===== config.mk =====
export PLATFORM = sky130hd
export DESIGN_NAME = smrsc_top
export DESIGN_NICKNAME = d
export VERILOG_FILES = /design/src/logic/smrsc_pkg.sv /design/src/logic/smrsc_top.sv
export SDC_FILE = /design/constraint.sdc
export NUM_CORES = 1
export LEC_CHECK = 0
export BUFFER_PORTS_ARGS = -buffer_cell sky130_fd_sc_hd__buf_2
export CORE_MARGIN = 3
export CORE_UTILIZATION = 40
export CTS_BUF_LIST = sky130_fd_sc_hd__clkbuf_8
export CTS_CLUSTER_SIZE = 28
export DETAILED_ROUTE_END_ITERATION = 10
export GPL_TIMING_DRIVEN = 0
export PLACE_DENSITY_LB_ADDON = 0.25
export SLEW_MARGIN = 5
export SYNTH_ARGS = -nofsm -noshare
export SYNTH_HDL_FRONTEND = slang
export SYNTH_SLANG_ARGS = --single-unit

===== constraint.sdc =====
create_clock -name core_clk -period 3.7 [get_ports core_clk]
set_clock_uncertainty 0.2 [all_clocks]
set_input_delay 0.555 -clock core_clk [delete_from_list [all_inputs] [get_ports core_clk]]
set_output_delay 0.555 -clock core_clk [all_outputs]
set_load 0.1 [all_outputs]

===== src/logic/smrsc_pkg.sv =====
// Package for the system mutex, remap and security control block
package smrsc_pkg;
    localparam int ADDR_W = 8;
    // Register byte offsets
    localparam logic [7:0] OFS_OWNER_STATUS = 8'h00;
    localparam logic [7:0] OFS_OWNER_SET = 8'h04;
    localparam logic [7:0] OFS_OWNER_RESET = 8'h08;
    localparam logic [7:0] OFS_SYS_CTRL = 8'h0c;
    localparam logic [7:0] OFS_SECURITY = 8'h10;
    localparam logic [7:0] OFS_EFLASH_BASE = 8'h14;
    localparam logic [7:0] OFS_UID_LO = 8'h18;
    localparam logic [7:0] OFS_UID_HI = 8'h1c;
    localparam logic [7:0] OFS_KEY_SEL = 8'h20;
    localparam logic [7:0] OFS_AUTH = 8'h24;
    // Owner codes
    localparam logic [1:0] OWN_FREE = 2'h0;
    localparam logic [1:0] OWN_RSVD = 2'h1;
    localparam logic [1:0] OWN_APP = 2'h2;
    localparam logic [1:0] OWN_RADIO = 2'h3;
    localparam int NUM_FIELDS = 14;
    localparam logic [31:0] OWNER_RESET = 32'h0000_0000;
    // System control fields
    localparam int REMAP_LSB = 0;
    localparam int DBG_ALLOW_BIT = 3;
    localparam logic [2:0] REMAP_RESET = 3'h0;
    localparam logic [2:0] REMAP_EFLASH = 3'h1;
    localparam logic [2:0] REMAP_QSPI_C = 3'h2;
    localparam logic [2:0] REMAP_QSPI_U = 3'h6;
    localparam logic [2:0] REMAP_RSVD = 3'h7;
    // Security bits
    localparam int SEC_APP_DBG_KILL = 0;
    localparam int SEC_RADIO_DBG_KILL = 1;
    localparam int SEC_APP_CODE = 2;
    localparam int SEC_APP_KEY = 3;
    localparam int SEC_SIG_KEY = 4;
    localparam int SEC_CFG_SCRIPT = 5;
    localparam int SEC_SECURE_BOOT = 6;
    localparam int SEC_W = 7;
    // Flash protection geometry
    localparam int SECT_W = 4;
    localparam logic [3:0] SECT_CFG = 4'h1;
    localparam logic [3:0] SECT_KEYS = 4'h2;
    localparam logic [3:0] SECT_APP_LO = 4'h5;
    localparam logic [3:0] SECT_APP_HI = 4'hc;
    localparam logic [31:0] APP_KEY_LO = 32'h0000_0800;
    localparam logic [31:0] APP_KEY_HI = 32'h0000_0bff;
    localparam logic [31:0] SIG_KEY_LO = 32'h0000_0c00;
    localparam logic [31:0] SIG_KEY_HI = 32'h0000_0fff;
    localparam int KEY_SLOTS = 8;
    typedef enum logic [1:0] {FLASH_READ, FLASH_WRITE, FLASH_ERASE} smrsc_flash_op_t;
endpackage : smrsc_pkg


===== src/logic/smrsc_top.sv =====
// System mutex, boot remap and sticky security control
// Contract
// - 32-bit owner status is read-only; changed by write-only set and reset ports.
// - Each 2-bit owner field: 0 free, 1 reserved, 2 app cpu, 3 radio cpu.
// - Fields in pairs from bit 0 to bit 27; bits 28-31 reserved.
// - Owner status is not retained over sleep; it comes back cleared.
// - A 3-bit remap field selects what appears at address zero.
// - Retained flash base register feeds the cache miss fetch address while remap selects eflash (code 1); otherwise zero.
// - Security bits are set-once; only power-on reset clears them.
// - Debug-kill bit disconnects that processor's serial-wire debug signals.
// - App code lock rejects write and erase on sectors 5 to 12.
// - App key lock rejects read and erase at 0x800-0xbff of sector 2.
// - Signature key lock rejects write and erase at 0xc00-0xfff of sector 2.
// - Config script lock rejects write and erase on sector 1.
// - Non-sticky debug-allow bit resets off; debug-kill overrides it.
// - Failed image authentication with secure boot issues a hardware reset.
// - No image authentication when booting from external quad-SPI flash.
// - Eight app key and eight auth key slots, revocable active selections.
// - A 64-bit unique identification word is readable.
//
// Design decisions made here: the address map and the plain strobed port.
`timescale 1ns/1ps
`default_nettype none
module smrsc_top
    import smrsc_pkg::*;
#(
    parameter logic [63:0] UNIQUE_ID = 64'h0123_4567_89ab_cdef  // Arbitrary value
) (
    // Clock and reset
    input wire logic core_clk,
    input wire logic resetn,
    input wire logic powerOnResetn,
    input wire logic sleepEntry,
    // App cpu register port
    input wire logic [smrsc_pkg::ADDR_W-1:0] appAddr,
    input wire logic [31:0] appWdata,
    input wire logic appWr,
    input wire logic appRd,
    output logic [31:0] appRdata,
    // Radio cpu register port
    input wire logic [smrsc_pkg::ADDR_W-1:0] radioAddr,
    input wire logic [31:0] radioWdata,
    input wire logic radioWr,
    input wire logic radioRd,
    output logic [31:0] radioRdata,
    // Debug port gating
    input wire logic appSwdIn,
    input wire logic radioSwdIn,
    output logic appSwdOut,
    output logic radioSwdOut,
    // Flash operation check
    input wire logic flashReq,
    input wire smrsc_pkg::smrsc_flash_op_t flashOp,
    input wire logic [smrsc_pkg::SECT_W-1:0] flashSector,
    input wire logic [31:0] flashAddr,
    output logic flashGrant,
    output logic flashReject,
    // Boot authentication and cache
    input wire logic authDone,
    input wire logic authMatch,
    input wire logic bootFromQspi,
    output logic hwResetReq,
    output logic [2:0] remapSel,
    output logic [31:0] cacheMissBase
);
    import smrsc_pkg::*;

    logic [31:0] owner_r, owner_nxt;
    logic [2:0] remap_r, remap_nxt;
    logic dbgAllow_r, dbgAllow_nxt;
    logic [SEC_W-1:0] sec_r, sec_nxt;
    logic [31:0] base_r, base_nxt;
    logic [2:0] appKey_r, appKey_nxt, authKey_r, authKey_nxt;
    logic hwRst_r, hwRst_nxt;
    logic flashGrant_r, flashGrant_nxt, flashReject_r, flashReject_nxt;
    logic [31:0] appRdata_r, appRdata_nxt, radioRdata_r, radioRdata_nxt;
    logic appDbgS1_r, appDbgS2_r, radioDbgS1_r, radioDbgS2_r;

    function automatic logic [31:0] readMux(input logic [ADDR_W-1:0] a, input logic [31:0] own,
        input logic [2:0] rm, input logic da, input logic [SEC_W-1:0] s, input logic [31:0] b,
        input logic [2:0] ak, input logic [2:0] uk);
        logic [31:0] d;
        d = 32'h0000_0000;
        unique case (a)
            OFS_OWNER_STATUS: d = own;
            OFS_SYS_CTRL: d = {28'h0000000, da, rm};
            OFS_SECURITY: d = {25'h0000000, s};
            OFS_EFLASH_BASE: d = b;
            OFS_UID_LO: d = UNIQUE_ID[31:0];
            OFS_UID_HI: d = UNIQUE_ID[63:32];
            OFS_KEY_SEL: d = {25'h0000000, uk, 1'b0, ak};
            default: d = 32'h0000_0000;
        endcase
        return d;
    endfunction : readMux

    // Apply set/reset requests of one cpu to the owner image
    function automatic logic [31:0] applyOwn(input logic [31:0] cur, input logic [31:0] mask,
        input logic set, input logic clr, input logic [1:0] code);
        logic [31:0] r;
        r = cur;
        for (int i = 0; i < NUM_FIELDS; i++) begin
            if (mask[2*i] || mask[2*i+1]) begin
                if (set && cur[2*i+:2] == OWN_FREE) begin
                    r[2*i+:2] = code;
                end else if (clr && cur[2*i+:2] == code) begin
                    r[2*i+:2] = OWN_FREE;
                end
            end
        end
        return r;
    endfunction : applyOwn

    always_comb begin
        logic [31:0] t;
        t = owner_r;
        // App cpu first: on a same-cycle claim it wins
        t = applyOwn(t, appWdata, appWr && appAddr == OFS_OWNER_SET,
            appWr && appAddr == OFS_OWNER_RESET, OWN_APP);
        t = applyOwn(t, radioWdata, radioWr && radioAddr == OFS_OWNER_SET,
            radioWr && radioAddr == OFS_OWNER_RESET, OWN_RADIO);
        owner_nxt = {4'h0, t[27:0]};
        if (sleepEntry) begin
            owner_nxt = OWNER_RESET;
        end
    end

    always_comb begin
        remap_nxt = remap_r;
        dbgAllow_nxt = dbgAllow_r;
        sec_nxt = sec_r;
        base_nxt = base_r;
        appKey_nxt = appKey_r;
        authKey_nxt = authKey_r;
        if (appWr) begin
            unique case (appAddr)
                OFS_SYS_CTRL: begin
                    if (appWdata[2:0] != REMAP_RSVD) begin
                        remap_nxt = appWdata[2:0];
                    end
                    dbgAllow_nxt = appWdata[DBG_ALLOW_BIT];
                end
                OFS_SECURITY: sec_nxt = sec_r | appWdata[SEC_W-1:0];
                OFS_EFLASH_BASE: base_nxt = appWdata;
                // Revocation only moves forward to a newer key
                OFS_KEY_SEL: begin
                    if (appWdata[2:0] > appKey_r) begin
                        appKey_nxt = appWdata[2:0];
                    end
                    if (appWdata[6:4] > authKey_r) begin
                        authKey_nxt = appWdata[6:4];
                    end
                end
                default: ;
            endcase
        end
    end

    always_comb begin
        logic inKeys, inSig;
        inKeys = flashSector == SECT_KEYS && flashAddr >= APP_KEY_LO && flashAddr <= APP_KEY_HI;
        inSig = flashSector == SECT_KEYS && flashAddr >= SIG_KEY_LO && flashAddr <= SIG_KEY_HI;
        flashReject_nxt = 1'b0;
        if (flashReq) begin
            if (flashOp != FLASH_READ && sec_r[SEC_APP_CODE] && flashSector >= SECT_APP_LO
                && flashSector <= SECT_APP_HI) begin
                flashReject_nxt = 1'b1;
            end
            if (flashOp != FLASH_WRITE && sec_r[SEC_APP_KEY] && inKeys) begin
                flashReject_nxt = 1'b1;
            end
            if (flashOp != FLASH_READ && sec_r[SEC_SIG_KEY] && inSig) begin
                flashReject_nxt = 1'b1;
            end
            if (flashOp != FLASH_READ && sec_r[SEC_CFG_SCRIPT] && flashSector == SECT_CFG) begin
                flashReject_nxt = 1'b1;
            end
        end
        flashGrant_nxt = flashReq && !flashReject_nxt;
        // Secure boot skipped for quad-SPI boot
        hwRst_nxt = authDone && sec_r[SEC_SECURE_BOOT] && !bootFromQspi && !authMatch;
        appRdata_nxt = appRd ? readMux(appAddr, owner_r, remap_r, dbgAllow_r, sec_r, base_r,
            appKey_r, authKey_r) : 32'h0000_0000;
        radioRdata_nxt = radioRd ? readMux(radioAddr, owner_r, remap_r, dbgAllow_r, sec_r, base_r,
            appKey_r, authKey_r) : 32'h0000_0000;
    end

    always_ff @(posedge core_clk) begin
        if (!resetn) begin
            owner_r <= OWNER_RESET;
            remap_r <= REMAP_RESET;
            dbgAllow_r <= 1'b0;
            appKey_r <= 3'h0;
            authKey_r <= 3'h0;
            hwRst_r <= 1'b0;
            flashGrant_r <= 1'b0;
            flashReject_r <= 1'b0;
            appRdata_r <= 32'h0000_0000;
            radioRdata_r <= 32'h0000_0000;
            appDbgS1_r <= 1'b0;
            appDbgS2_r <= 1'b0;
            radioDbgS1_r <= 1'b0;
            radioDbgS2_r <= 1'b0;
        end else begin
            owner_r <= owner_nxt;
            remap_r <= remap_nxt;
            dbgAllow_r <= dbgAllow_nxt;
            appKey_r <= appKey_nxt;
            authKey_r <= authKey_nxt;
            hwRst_r <= hwRst_nxt;
            flashGrant_r <= flashGrant_nxt;
            flashReject_r <= flashReject_nxt;
            appRdata_r <= appRdata_nxt;
            radioRdata_r <= radioRdata_nxt;
            appDbgS1_r <= appSwdIn;
            appDbgS2_r <= appDbgS1_r;
            radioDbgS1_r <= radioSwdIn;
            radioDbgS2_r <= radioDbgS1_r;
        end
    end

    // Sticky bits and the retained base survive soft reset; only power-on clears them
    always_ff @(posedge core_clk) begin
        if (!powerOnResetn) begin
            sec_r <= '0;
            base_r <= 32'h0000_0000;
        end else begin
            sec_r <= sec_nxt;
            base_r <= base_nxt;
        end
    end

    assign appSwdOut = appDbgS2_r && dbgAllow_r && !sec_r[SEC_APP_DBG_KILL];
    assign radioSwdOut = radioDbgS2_r && dbgAllow_r && !sec_r[SEC_RADIO_DBG_KILL];
    assign appRdata = appRdata_r;
    assign radioRdata = radioRdata_r;
    assign flashGrant = flashGrant_r;
    assign flashReject = flashReject_r;
    assign hwResetReq = hwRst_r;
    assign remapSel = remap_r;
    assign cacheMissBase = (remap_r == REMAP_EFLASH) ? base_r : 32'h0000_0000;
endmodule : smrsc_top
`default_nettype wire


* Word level (Yosys, flattened, before mapping) *
Index checks and enable logic that the tools add are counted.

cells by class
  order comparisons = 8
  bitwise gates (word level) = 2
  reductions and logical operators = 154
  multiplexer cells = 92
  eq/ne operators = 49

operator list
  cell                  number
  $pmux 32 s7           2
  $mux 2                84
  $logic_and 1x1->1     81
  $eq 8x5->1 const B    8
  $ge 32x12->1 const B  2
  $le 32x12->1 const B  2
  $eq 2x2->1 const B    28
  $logic_not 2->1       28
  $eq 8x4->1 const B    4
  $mux 32               1
  $logic_or 1x1->1      28
  $eq 8x3->1 const B    2
  $eq 8x6->1 const B    2
  $logic_not 8->1       2
  $reduce_and 2->1      5
  $reduce_and 3->1      3
  $or 7x7->7            1
  $gt 3x3->1            2
  $logic_not 1->1       5
  $mux 1                5
  $eq 4x1->1 const B    1
  $eq 4x2->1 const B    1
  $ge 4x3->1 const B    1
  $le 4x4->1 const B    1
  6 further kinds       6

word-level totals
  register bits after elaboration = 152
  output and inout bits = 104
  input port bits = 132
  word-level logic and storage cells = 322

* Logic depth before layout (Yosys ltp) *
Gate-level depths: netlist (run 1).

  depth after elaboration = 11
  depth in mapped cells = 8
  depth with buffers taken out = 7

* Worst setup path after synthesis (run 1) *
No wires, ideal clock.

  path kind = reg-to-output
  from = register remap_r[0] (netlist: remapSel[0])
  to = output port cacheMissBase[10]
  stages on the path, launching flop included = 4
  buffers on the path = 1
  data required time = 2945 ps
  setup slack = 544 ps
  arrival time = 2401 ps
  path through = dfxtp_1 -> nor3b_1 -> clkbuf_1 -> and2_1

between the ends
  cells in the longest elaborated chain, start to end = 2

RTL lines
  what                    line              text
  start, declared         smrsc_top.sv:69   logic [2:0] remap_r, remap_nxt;
  start signal, assigned  smrsc_top.sv:206  remap_r <= remap_nxt;
  $eq 3x1->1              smrsc_top.sv:241  assign cacheMissBase = (remap_r == REMAP_EFLASH) ? base_r : 32'h0000_0000;
  $mux 32                 smrsc_top.sv:241
  end, declared           smrsc_top.sv:64   output logic [31:0] cacheMissBase

Every way passes these cells.

* Worst setup path in the final report (run 1) *
  from = register remap_r[0] (netlist: remapSel[0])
  to = output port cacheMissBase[7]

Same word-level chain as after synthesis.

==> impl_metrics.prom, run 1 <==
# TYPE chip_impl_metric gauge
chip_impl_info{name="outcome",value="finished, final reports clean"} 1
chip_impl_info{name="worstHoldStart",value="appSwdIn"} 1
chip_impl_info{name="tritoncts_clock_tree",value="done"} 1
chip_impl_metric{name="cts_hold_buffers",unit=""} 0
chip_impl_metric{name="post_synth_and_or_nand_nor_area_fraction",unit=""} 0.234
chip_impl_metric{name="placed_cells",unit=""} 1265
chip_impl_metric{name="filler_cell_count",unit=""} 1727
chip_impl_metric{name="ant_nets",unit=""} 0
chip_impl_metric{name="final_period_minus_worst_setup_slack",unit="ns"} 3.59
chip_impl_metric{name="rows",unit=""} 48
chip_impl_metric{name="layout_worst_path_cycle_share",unit=""} 0.970
chip_impl_metric{name="post-route-util",unit=""} 0.513
chip_impl_metric{name="first_pass_grt_wire_length",unit="mm"} 38.4
chip_impl_metric{name="total_power",unit="uW"} 3190
chip_impl_metric{name="path_buf_inv",unit=""} 2
chip_impl_metric{name="slew_headroom",unit=""} 0.305
chip_impl_metric{name="fp.dieH",unit="um"} 139
chip_impl_metric{name="vdd_ir_drop_max",unit="V"} 0.000229
chip_impl_metric{name="number_of_antenna_violations_at_the_first_check_in_global_routing",unit=""} 2
chip_impl_metric{name="placement.io_buffers",unit=""} 216
chip_impl_metric{name="syn-num-nets",unit=""} 962
chip_impl_metric{name="cts-resized-gates",unit=""} 0
chip_impl_metric{name="synth.ff_latch_count",unit=""} 148
chip_impl_metric{name="power_density",unit="nW/um^2"} 359
chip_impl_metric{name="finalHoldViolCount",unit=""} 0
chip_impl_metric{name="post_cts.repair.setup_buffers",unit=""} 0
chip_impl_metric{name="clock_tree.htree_level_count",unit=""} 4
chip_impl_metric{name="worstMarginPinSlew",unit="ns"} 1.04
chip_impl_info{name="regToRegEndpoint",value="owner_r[22]"} 1
chip_impl_metric{name="detail_route.first_pass.iterations",unit=""} 8
chip_impl_info{name="clock-root-buffer",value="sky130_fd_sc_hd__clkbuf_8"} 1
chip_impl_metric{name="timing.critical_path.required",unit="ns"} 2.94
chip_impl_metric{name="detail_route.wirelength",unit="mm"} 25.3
chip_impl_metric{name="clock_sinks",unit=""} 148
chip_impl_info{name="worst_r2r_startpoint",value="owner_r[22]"} 1
chip_impl_metric{name="synth_compound_gate_area_share",unit=""} 0.258
chip_impl_info{name="cpLargestDelayFamily",value="simple AND/OR/NAND/NOR gates"} 1
chip_impl_metric{name="synth_cells",unit=""} 824
chip_impl_metric{name="initial_core_util",unit=""} 0.410
chip_impl_metric{name="fmax",unit="GHz"} 0.279
chip_impl_metric{name="grt.total_usage",unit=""} 0.252
chip_impl_metric{name="yosys_warnings",unit=""} 0
chip_impl_metric{name="r2r_cells",unit=""} 5
chip_impl_metric{name="average_wire_per_cell_in_the_routed_design",unit="um"} 19.5
chip_impl_metric{name="route.vias.total",unit=""} 7229
chip_impl_metric{name="syn_area",unit="um^2"} 7110
chip_impl_metric{name="postSynthAreaPerCell",unit="um^2"} 8.63
chip_impl_metric{name="drive_above_1_share",unit=""} 0.272
chip_impl_info{name="hold_path_class",value="in2reg"} 1
chip_impl_metric{name="detailed_place_hpwl",unit="mm"} 19.9
chip_impl_metric{name="synth-async-reset-ratio",unit=""} 0
chip_impl_info{name="timing.critical_path.slowest_stage_cell",value="sky130_fd_sc_hd__nor3b_1"} 1
chip_impl_metric{name="largest_net_degree_at_the_start_of_global_routing",unit=""} 17
chip_impl_metric{name="die_area",unit="um^2"} 19400
chip_impl_info{name="worstPathCellList",value="nor3b_1, clkbuf_1, and2_1, buf_2"} 1
chip_impl_metric{name="drt-vias-per-instance",unit=""} 5.57
chip_impl_metric{name="setup_total_negative_slack",unit="ns"} 0
chip_impl_metric{name="worst-endpoint-arrival",unit="ns"} 2.84
chip_impl_metric{name="violation_count_after_the_first_detailed_route_iteration",unit=""} 606
chip_impl_metric{name="final-instance-count-excl-fill",unit=""} 1298
chip_impl_metric{name="number_of_enable_flip_flop_cells_after_synthesis",unit=""} 0
chip_impl_info{name="timing.hold.worst_endpoint",value="appDbgS1_r"} 1
chip_impl_metric{name="place_area",unit="um^2"} 8470
chip_impl_metric{name="synthDistinctLibCells",unit=""} 64
chip_impl_info{name="criticalPathCategory",value="reg2out"} 1
chip_impl_metric{name="area_delta_synth_final",unit="%"} 25.2
chip_impl_metric{name="adder_and_majority_cell_fraction_of_the_synthesized_area",unit=""} 0.0106
chip_impl_metric{name="grt_pass1_vias",unit=""} 6784
chip_impl_metric{name="cts-buffers-inserted",unit=""} 17
chip_impl_metric{name="reg2reg_slack",unit="ns"} 1.59
chip_impl_metric{name="clock_latency_on_the_worst_skew_pair",unit="ns"} 0.47
chip_impl_metric{name="max_cap_violations",unit=""} 0
chip_impl_metric{name="design.final.nets",unit=""} 1197
chip_impl_info{name="postSynth.topFlopCell",value="sky130_fd_sc_hd__dfxtp_1"} 1
chip_impl_metric{name="mux_cell_area_share_after_synthesis",unit=""} 0.0415
chip_impl_metric{name="power.static_leakage",unit="uW"} 0.00355
chip_impl_metric{name="clk_transition_reported_paths",unit="ns"} 0.08
chip_impl_metric{name="ys_seq_area_frac",unit=""} 0.417
chip_impl_info{name="grt_setup_unrepaired",value="no"} 1
chip_impl_info{name="setup.worst_path.start_class",value="register"} 1
chip_impl_info{name="synth_top_family_by_area",value="compound AO/OA/AOI/OAI gates"} 1
chip_impl_metric{name="final_max_slew_viol_count",unit=""} 0
chip_impl_metric{name="gp_congestion",unit=""} 0.920
chip_impl_metric{name="residual_drc_count",unit=""} 0
chip_impl_info{name="timing.critical_path.to_type",value="output port"} 1
chip_impl_metric{name="core",unit="um^2"} 17400
chip_impl_metric{name="overflow",unit=""} 0
chip_impl_metric{name="critPathMaxFanout",unit=""} 10
chip_impl_metric{name="setup_viol_count_final",unit=""} 0
chip_impl_metric{name="timing.critical_path.slowest_cell_delay",unit="ns"} 0.75
chip_impl_metric{name="whs_path_depth",unit=""} 2
chip_impl_metric{name="clk_path_buf_depth",unit=""} 2
chip_impl_metric{name="die_width",unit="um"} 139
chip_impl_metric{name="layout.cell_area.non_filler",unit="um^2"} 8900
chip_impl_metric{name="yosys.area_share.xor_xnor",unit=""} 0.00123
chip_impl_metric{name="floorplan.io_pins",unit=""} 236
-- cells in the final DEF, fill, tap and decap left out, types with 10 or more instances in the layout --
| master | instances |
|---|---|
| sky130_fd_sc_hd__nor3_1 | 10 |
| sky130_fd_sc_hd__a22o_1 | 16 |
| sky130_fd_sc_hd__a21oi_1 | 53 |
| sky130_fd_sc_hd__nor2_1 | 67 |
| sky130_fd_sc_hd__a221oi_1 | 13 |
| sky130_fd_sc_hd__nor3b_1 | 14 |
| sky130_fd_sc_hd__a41oi_1 | 11 |
| sky130_fd_sc_hd__o21ai_0 | 19 |
| sky130_fd_sc_hd__or2_2 | 12 |
| sky130_fd_sc_hd__o311a_1 | 11 |
| sky130_fd_sc_hd__a21boi_1 | 12 |
| sky130_fd_sc_hd__clkbuf_8 | 20 |
| sky130_fd_sc_hd__a22oi_1 | 25 |
| sky130_fd_sc_hd__nor2b_1 | 34 |
| sky130_fd_sc_hd__mux2_2 | 12 |
| sky130_fd_sc_hd__mux2i_1 | 16 |
| sky130_fd_sc_hd__buf_2 | 225 |
| sky130_fd_sc_hd__o31ai_1 | 13 |
| sky130_fd_sc_hd__inv_1 | 10 |
| sky130_fd_sc_hd__o21bai_1 | 14 |
| sky130_fd_sc_hd__clkbuf_1 | 45 |
| sky130_fd_sc_hd__dfxtp_1 | 148 |
| sky130_fd_sc_hd__a21boi_0 | 20 |
| sky130_fd_sc_hd__nand2_1 | 90 |
| sky130_fd_sc_hd__a31oi_1 | 13 |
| sky130_fd_sc_hd__and2_1 | 41 |
-- worst reg2reg max path: stages (launching register included) --
cell and delay (ns):
sky130_fd_sc_hd__dfxtp_1 0.42, sky130_fd_sc_hd__o21bai_1 0.30, sky130_fd_sc_hd__o41a_1 0.35, sky130_fd_sc_hd__o22ai_1 0.25
sky130_fd_sc_hd__or3b_1 0.38, sky130_fd_sc_hd__a21oi_1 0.15
-- where the power goes --
group / switching, uW / leakage, uW / internal, uW
Clock: 643 / 0.000213 / 721
Sequential: 2.22 / 0.00119 / 1590
Combinational: 140 / 0.00215 / 93.5
Total: 785 / 0.00355 / 2410
-- cells in the mapped netlist, types with 9 or more instances --
library cell               instances  area [um^2]
sky130_fd_sc_hd__a21boi_0         20          150
sky130_fd_sc_hd__a21boi_1         12         90.1
sky130_fd_sc_hd__a21oi_1          53          265
sky130_fd_sc_hd__a221oi_1         13          114
sky130_fd_sc_hd__a22o_1           16          140
sky130_fd_sc_hd__a22oi_1          25          188
sky130_fd_sc_hd__a31oi_1          13         81.3
sky130_fd_sc_hd__a41oi_1          11         96.3
sky130_fd_sc_hd__and2_1           41          257
sky130_fd_sc_hd__and3_1            9         56.3
sky130_fd_sc_hd__buf_2             9         45.0
sky130_fd_sc_hd__clkbuf_1         45          169
sky130_fd_sc_hd__dfxtp_1         148         2960
sky130_fd_sc_hd__inv_1             9         33.8
sky130_fd_sc_hd__mux2_2           12          135
sky130_fd_sc_hd__mux2i_1          16          160
sky130_fd_sc_hd__nand2_1          90          338
sky130_fd_sc_hd__nor2_1           67          251
sky130_fd_sc_hd__nor2b_1          34          213
sky130_fd_sc_hd__nor3_1           10         50.1
sky130_fd_sc_hd__nor3b_1          14          105
sky130_fd_sc_hd__nor4_1            9         56.3
sky130_fd_sc_hd__o21ai_0          19         95.1
sky130_fd_sc_hd__o21bai_1         14          105
sky130_fd_sc_hd__o311a_1          11          110
sky130_fd_sc_hd__o31ai_1          13         97.6
sky130_fd_sc_hd__or2_2            12         75.1
-- metal layers --
layer  vias to the layer above  global-route usage  share of wire
met5                         -              0.0276         0.0028
met4                         4              0.0994          0.034
met3                        63              0.0564          0.090
met2                       338               0.388           0.44
met1                      3344               0.341           0.44
li1                       3480                   -              -
-- final cells by class --
cell class / instances / area, um^2 / share of cell area
clock buffer: 20 / 275 / 0.0309
clock inverter: 12 / 153 / 0.0171
timing repair buffer: 216 / 1080 / 0.121
multi-input combinational: 610 / 3880 / 0.436
buffer: 57 / 234 / 0.0263
inverter: 9 / 33.8 / 0.00379
antenna: 1 / 2.50 / 0.000281
sequential: 148 / 2960 / 0.333
tap: 225 / 282 / 0.0316
-- cell families after synthesis --
group                    after synthesis
adder cells (fa/ha/maj)                6
AND/OR/NAND/NOR                      321
AO/OA/AOI/OAI                        254
buffers and inverters                 66
XOR/XNOR                               1
flip-flops                           148
multiplexers                          28
-- worst max-delay path by stage --
stage                       from                 to  slack, ns  cells past startpoint
floorplan            remapSel[0]  cacheMissBase[10]       0.54                      3
finish               remapSel[0]   cacheMissBase[7]       0.11                      4
global placement    radioAddr[5]        owner_r[21]       0.60                      8
CTS                  remapSel[0]   cacheMissBase[7]       0.17                      4
detailed placement  radioAddr[5]        owner_r[27]       0.62                      8
global route         remapSel[0]   cacheMissBase[7]       0.03                      4
-- flip-flops by register name (all words and copies together), names as in the netlist --
name	count
appDbgS1_r	1
appDbgS2_r	1
appKey_r	3
appRdata	32
authKey_r	3
base_r	32
dbgAllow_r	1
flashGrant	1
flashReject	1
hwResetReq	1
owner_r	28
radioDbgS1_r	1
radioDbgS2_r	1
radioRdata	32
remapSel	3
sec_r	7
-- through the flow --
| step | hold WS (ns) | worst slack, ns |
|---|---|---|
| floorplan | 0.212 | 0.544 |
| global placement | 0.215 | 0.605 |
| detailed placement | 0.223 | 0.619 |
| CTS | 0.0736 | 0.165 |
| global route | 0.0864 | 0.0253 |
| finish | 0.0913 | 0.110 |
No activity file was read; power rests on OpenSTA's default activity.
==> run 2, diff against run 1 <==
- ABC_AREA: not set -> 1
==> run 2 against run 1 <==
Net effect:
- clock-buffer cell count is 3 lower
- fmax is 14% higher
- combinational power is 11% lower
- sequential cell count stayed put
- die area is 2.0% lower
- sequential share of layout area is 0.41 points higher
==> impl_metrics.prom, run 2 <==
# TYPE chip_impl_metric gauge
chip_impl_metric{name="vdd_ir_drop_max",unit="V"} 0.000241
chip_impl_info{name="mostFrequentLayoutCells",value="sky130_fd_sc_hd__buf_2, sky130_fd_sc_hd__nand2_1, sky130_fd_sc_hd__nor2_1"} 1
chip_impl_info{name="worst_r2r_startpoint",value="authKey_r[2]"} 1
chip_impl_metric{name="drive_above_1_share",unit=""} 0.238
chip_impl_metric{name="largest_net_degree_at_the_start_of_global_routing",unit=""} 17
chip_impl_metric{name="final_max_slew_viol_count",unit=""} 0
chip_impl_info{name="timing.critical_path.slowest_stage_cell",value="sky130_fd_sc_hd__buf_2"} 1
chip_impl_metric{name="post_cts.repair.setup_buffers",unit=""} 0
chip_impl_metric{name="max_cap_violations",unit=""} 0
chip_impl_info{name="timing.critical_path.to_type",value="output port"} 1
chip_impl_info{name="hold_path_class",value="in2reg"} 1
chip_impl_metric{name="synth_cells",unit=""} 1022
chip_impl_info{name="grt_setup_unrepaired",value="no"} 1
chip_impl_metric{name="cts_hold_buffers",unit=""} 0
chip_impl_metric{name="filler_cell_count",unit=""} 1748
chip_impl_metric{name="die_width",unit="um"} 138
chip_impl_info{name="cell_with_the_most_instances_after_synthesis",value="sky130_fd_sc_hd__nand2_1"} 1
chip_impl_metric{name="floorplan.io_pins",unit=""} 236
chip_impl_metric{name="power.static_leakage",unit="uW"} 0.00386
chip_impl_metric{name="power_density",unit="nW/um^2"} 370
chip_impl_info{name="timing.critical_path.from",value="remapSel[2]"} 1
chip_impl_metric{name="gp_congestion",unit=""} 0.978
chip_impl_info{name="outcome",value="finished, final reports clean"} 1
chip_impl_metric{name="clock_sinks",unit=""} 148
chip_impl_metric{name="synth_top_area_frac",unit=""} 0.425
chip_impl_info{name="netlist_top_cells_count",value="sky130_fd_sc_hd__nand2_1, sky130_fd_sc_hd__nor2_1, sky130_fd_sc_hd__dfxtp_1"} 1
chip_impl_info{name="worstPathCellList",value="inv_1, nand3_1, clkbuf_1, nor2_1, buf_2"} 1
chip_impl_metric{name="timing.critical_path.required",unit="ns"} 2.94
chip_impl_metric{name="syn_area",unit="um^2"} 6970
chip_impl_metric{name="antenna_cells_inserted",unit=""} 0
chip_impl_metric{name="slew_headroom",unit=""} 0.285
chip_impl_metric{name="synthDistinctLibCells",unit=""} 39
chip_impl_metric{name="rows",unit=""} 47
chip_impl_info{name="setup.worst_path.start_class",value="register"} 1
chip_impl_metric{name="grt.total_usage",unit=""} 0.270
chip_impl_metric{name="clock_latency_on_the_worst_skew_pair",unit="ns"} 0.48
chip_impl_metric{name="initial_core_util",unit=""} 0.414
chip_impl_metric{name="average_wire_per_cell_in_the_routed_design",unit="um"} 17.3
chip_impl_metric{name="finalHoldViolCount",unit=""} 0
chip_impl_metric{name="setup_ws",unit="ns"} 0.545
chip_impl_metric{name="timing.critical_path.slowest_cell_delay",unit="ns"} 0.47
chip_impl_metric{name="worst-endpoint-arrival",unit="ns"} 2.40
chip_impl_metric{name="area_delta_synth_final",unit="%"} 26.3
chip_impl_metric{name="clock_tree.htree_level_count",unit=""} 4
chip_impl_metric{name="yosys_warnings",unit=""} 0
chip_impl_metric{name="die_area",unit="um^2"} 19000
chip_impl_metric{name="detail_route.wirelength",unit="mm"} 25.9
chip_impl_metric{name="clk_path_buf_depth",unit=""} 2
chip_impl_metric{name="total_power",unit="uW"} 3260
chip_impl_metric{name="detailed_place_hpwl",unit="mm"} 19.9
chip_impl_metric{name="worstMarginPinSlew",unit="ns"} 1.06
chip_impl_metric{name="violation_count_after_the_first_detailed_route_iteration",unit=""} 869
chip_impl_metric{name="synth-async-reset-ratio",unit=""} 0
chip_impl_metric{name="final_period_minus_worst_setup_slack",unit="ns"} 3.15
chip_impl_metric{name="setup_total_negative_slack",unit="ns"} 0
chip_impl_metric{name="placement.io_buffers",unit=""} 221
chip_impl_metric{name="preCtsSetupSlack",unit="ns"} 1.04
chip_impl_metric{name="route.vias.total",unit=""} 7805
chip_impl_info{name="cpLargestDelayFamily",value="buffers and inverters"} 1
chip_impl_metric{name="postSynthAreaPerCell",unit="um^2"} 6.82
chip_impl_info{name="postSynth.topFlopCell",value="sky130_fd_sc_hd__dfxtp_1"} 1
chip_impl_metric{name="fmax",unit="GHz"} 0.317
chip_impl_metric{name="overflow",unit=""} 0
chip_impl_info{name="yosys.area.top_type",value="sky130_fd_sc_hd__dfxtp_1"} 1
chip_impl_metric{name="path_buf_inv",unit=""} 3
chip_impl_metric{name="residual_drc_count",unit=""} 0
chip_impl_info{name="criticalPathCategory",value="reg2out"} 1
chip_impl_metric{name="fp.dieH",unit="um"} 138
chip_impl_metric{name="number_of_enable_flip_flop_cells_after_synthesis",unit=""} 0
chip_impl_info{name="clock-root-buffer",value="sky130_fd_sc_hd__clkbuf_8"} 1
chip_impl_info{name="ys_top_cells_by_area",value="sky130_fd_sc_hd__dfxtp_1, sky130_fd_sc_hd__nand2_1, sky130_fd_sc_hd__a21oi_1, sky130_fd_sc_hd__nor2_1, sky130_fd_sc_hd__inv_1"} 1
chip_impl_metric{name="critPathMaxFanout",unit=""} 10
chip_impl_metric{name="number_of_antenna_violations_at_the_first_check_in_global_routing",unit=""} 1
chip_impl_metric{name="cts-resized-gates",unit=""} 0
chip_impl_metric{name="core",unit="um^2"} 16800
chip_impl_metric{name="design.final.nets",unit=""} 1400
chip_impl_metric{name="detail_route.first_pass.iterations",unit=""} 5
chip_impl_metric{name="synth.ff_latch_count",unit=""} 148
chip_impl_metric{name="grt_pass1_vias",unit=""} 7092
chip_impl_metric{name="setup_viol_count_final",unit=""} 0
chip_impl_metric{name="first_pass_grt_wire_length",unit="mm"} 38.4
chip_impl_info{name="tritoncts_clock_tree",value="done"} 1
chip_impl_metric{name="cts-buffers-inserted",unit=""} 17
chip_impl_metric{name="ant_nets",unit=""} 0
chip_impl_metric{name="layout_worst_path_cycle_share",unit=""} 0.853
chip_impl_metric{name="ys_seq_area_frac",unit=""} 0.425
chip_impl_info{name="worstHoldStart",value="bootFromQspi"} 1
chip_impl_info{name="layout_commonest_cell",value="sky130_fd_sc_hd__buf_2"} 1
chip_impl_metric{name="syn-num-nets",unit=""} 1160
chip_impl_metric{name="drt-vias-per-instance",unit=""} 5.22
chip_impl_metric{name="clk_transition_reported_paths",unit="ns"} 0.09
-- run 2: cell types whose count changed after synthesis, sizes merged, moves of 25 or more --
cell / change
inv: +117
a21boi: -32
nor2: +96
nor2b: -34
nand2: +126
clkbuf: -29
nand3: +43
and2: -42
a22oi: -25
a21oi: +77
o21ai: +59
-- run 2: worst register-to-register path, cell delays in order, from the launching register on --
cell and delay [ns]:
sky130_fd_sc_hd__dfxtp_1 0.37, sky130_fd_sc_hd__inv_1 0.06, sky130_fd_sc_hd__ha_1 0.31, sky130_fd_sc_hd__nand2_1 0.06, sky130_fd_sc_hd__nor2_1 0.07, sky130_fd_sc_hd__o21ai_0 0.10, sky130_fd_sc_hd__nor3_2 0.31, sky130_fd_sc_hd__o21ai_0 0.12
sky130_fd_sc_hd__a21oi_1 0.14
-- run 2: metrics by stage --
stage | instances | cell area [um^2] | utilization | hold slack (ns)
after floorplan | 1022 | 6970 | - | 0.190
after global placement | 1463 | 8350 | 0.496 | 0.196
after detailed placement | 1463 | 8350 | 0.496 | 0.206
after CTS | 1495 | 8800 | 0.523 | 0.0166
after global routing | 1495 | 8800 | 0.523 | 0.0175
final | 1495 | 8800 | 0.523 | 0.0260
-- run 2: area by class of cell --
| cell class | instances | area [um^2] | share of cell area |
|---|---|---|---|
| multi-input cells | 715 | 3370 | 0.383 |
| flip-flops and latches | 148 | 2960 | 0.337 |
| repair buffers | 221 | 1110 | 0.126 |
| inverters | 127 | 477 | 0.0542 |
| well taps | 220 | 275 | 0.0313 |
| clock buffers | 17 | 234 | 0.0266 |
| clock inverters | 15 | 216 | 0.0246 |
| plain buffers | 32 | 153 | 0.0174 |
-- run 2: report_power, final --
| group | switching [uW] | internal, uW |
|---|---|---|
| logic | 130 | 77.4 |
| registers | 1.85 | 1600 |
| clock network | 703 | 752 |
-- run 2: routing by layer --
layer	share of wire	vias to the layer above	GRT usage
met5	0.00050	-	0
met4	0.026	2	0.0933
met3	0.11	48	0.0639
met2	0.45	389	0.421
met1	0.42	3560	0.368
li1	-	3806	-
-- run 2: cells by family (layout without fill, tap and decap cells) --
| family | after synthesis | after routing | synth area share |
|---|---|---|---|
| buffers and inverters | 159 | 412 | 0.0904 |
| adder cells (fa/ha/maj) | 6 | 6 | 0.0108 |
| AO/OA/AOI/OAI | 235 | 235 | 0.182 |
| AND/OR/NAND/NOR | 473 | 473 | 0.290 |
| XOR/XNOR | 1 | 1 | 0.00126 |
| flip-flops | 148 | 148 | 0.425 |
-- run 2: final timing paths --
check | slack (ns) | end | cells past startpoint
setup / recovery | 0.55 | cacheMissBase[10] | 5
hold / removal | 0.03 | hwResetReq | 2
setup reg to reg | 1.90 | authKey_r[2] | 8
hold reg to reg | 0.22 | radioDbgS2_r | 2
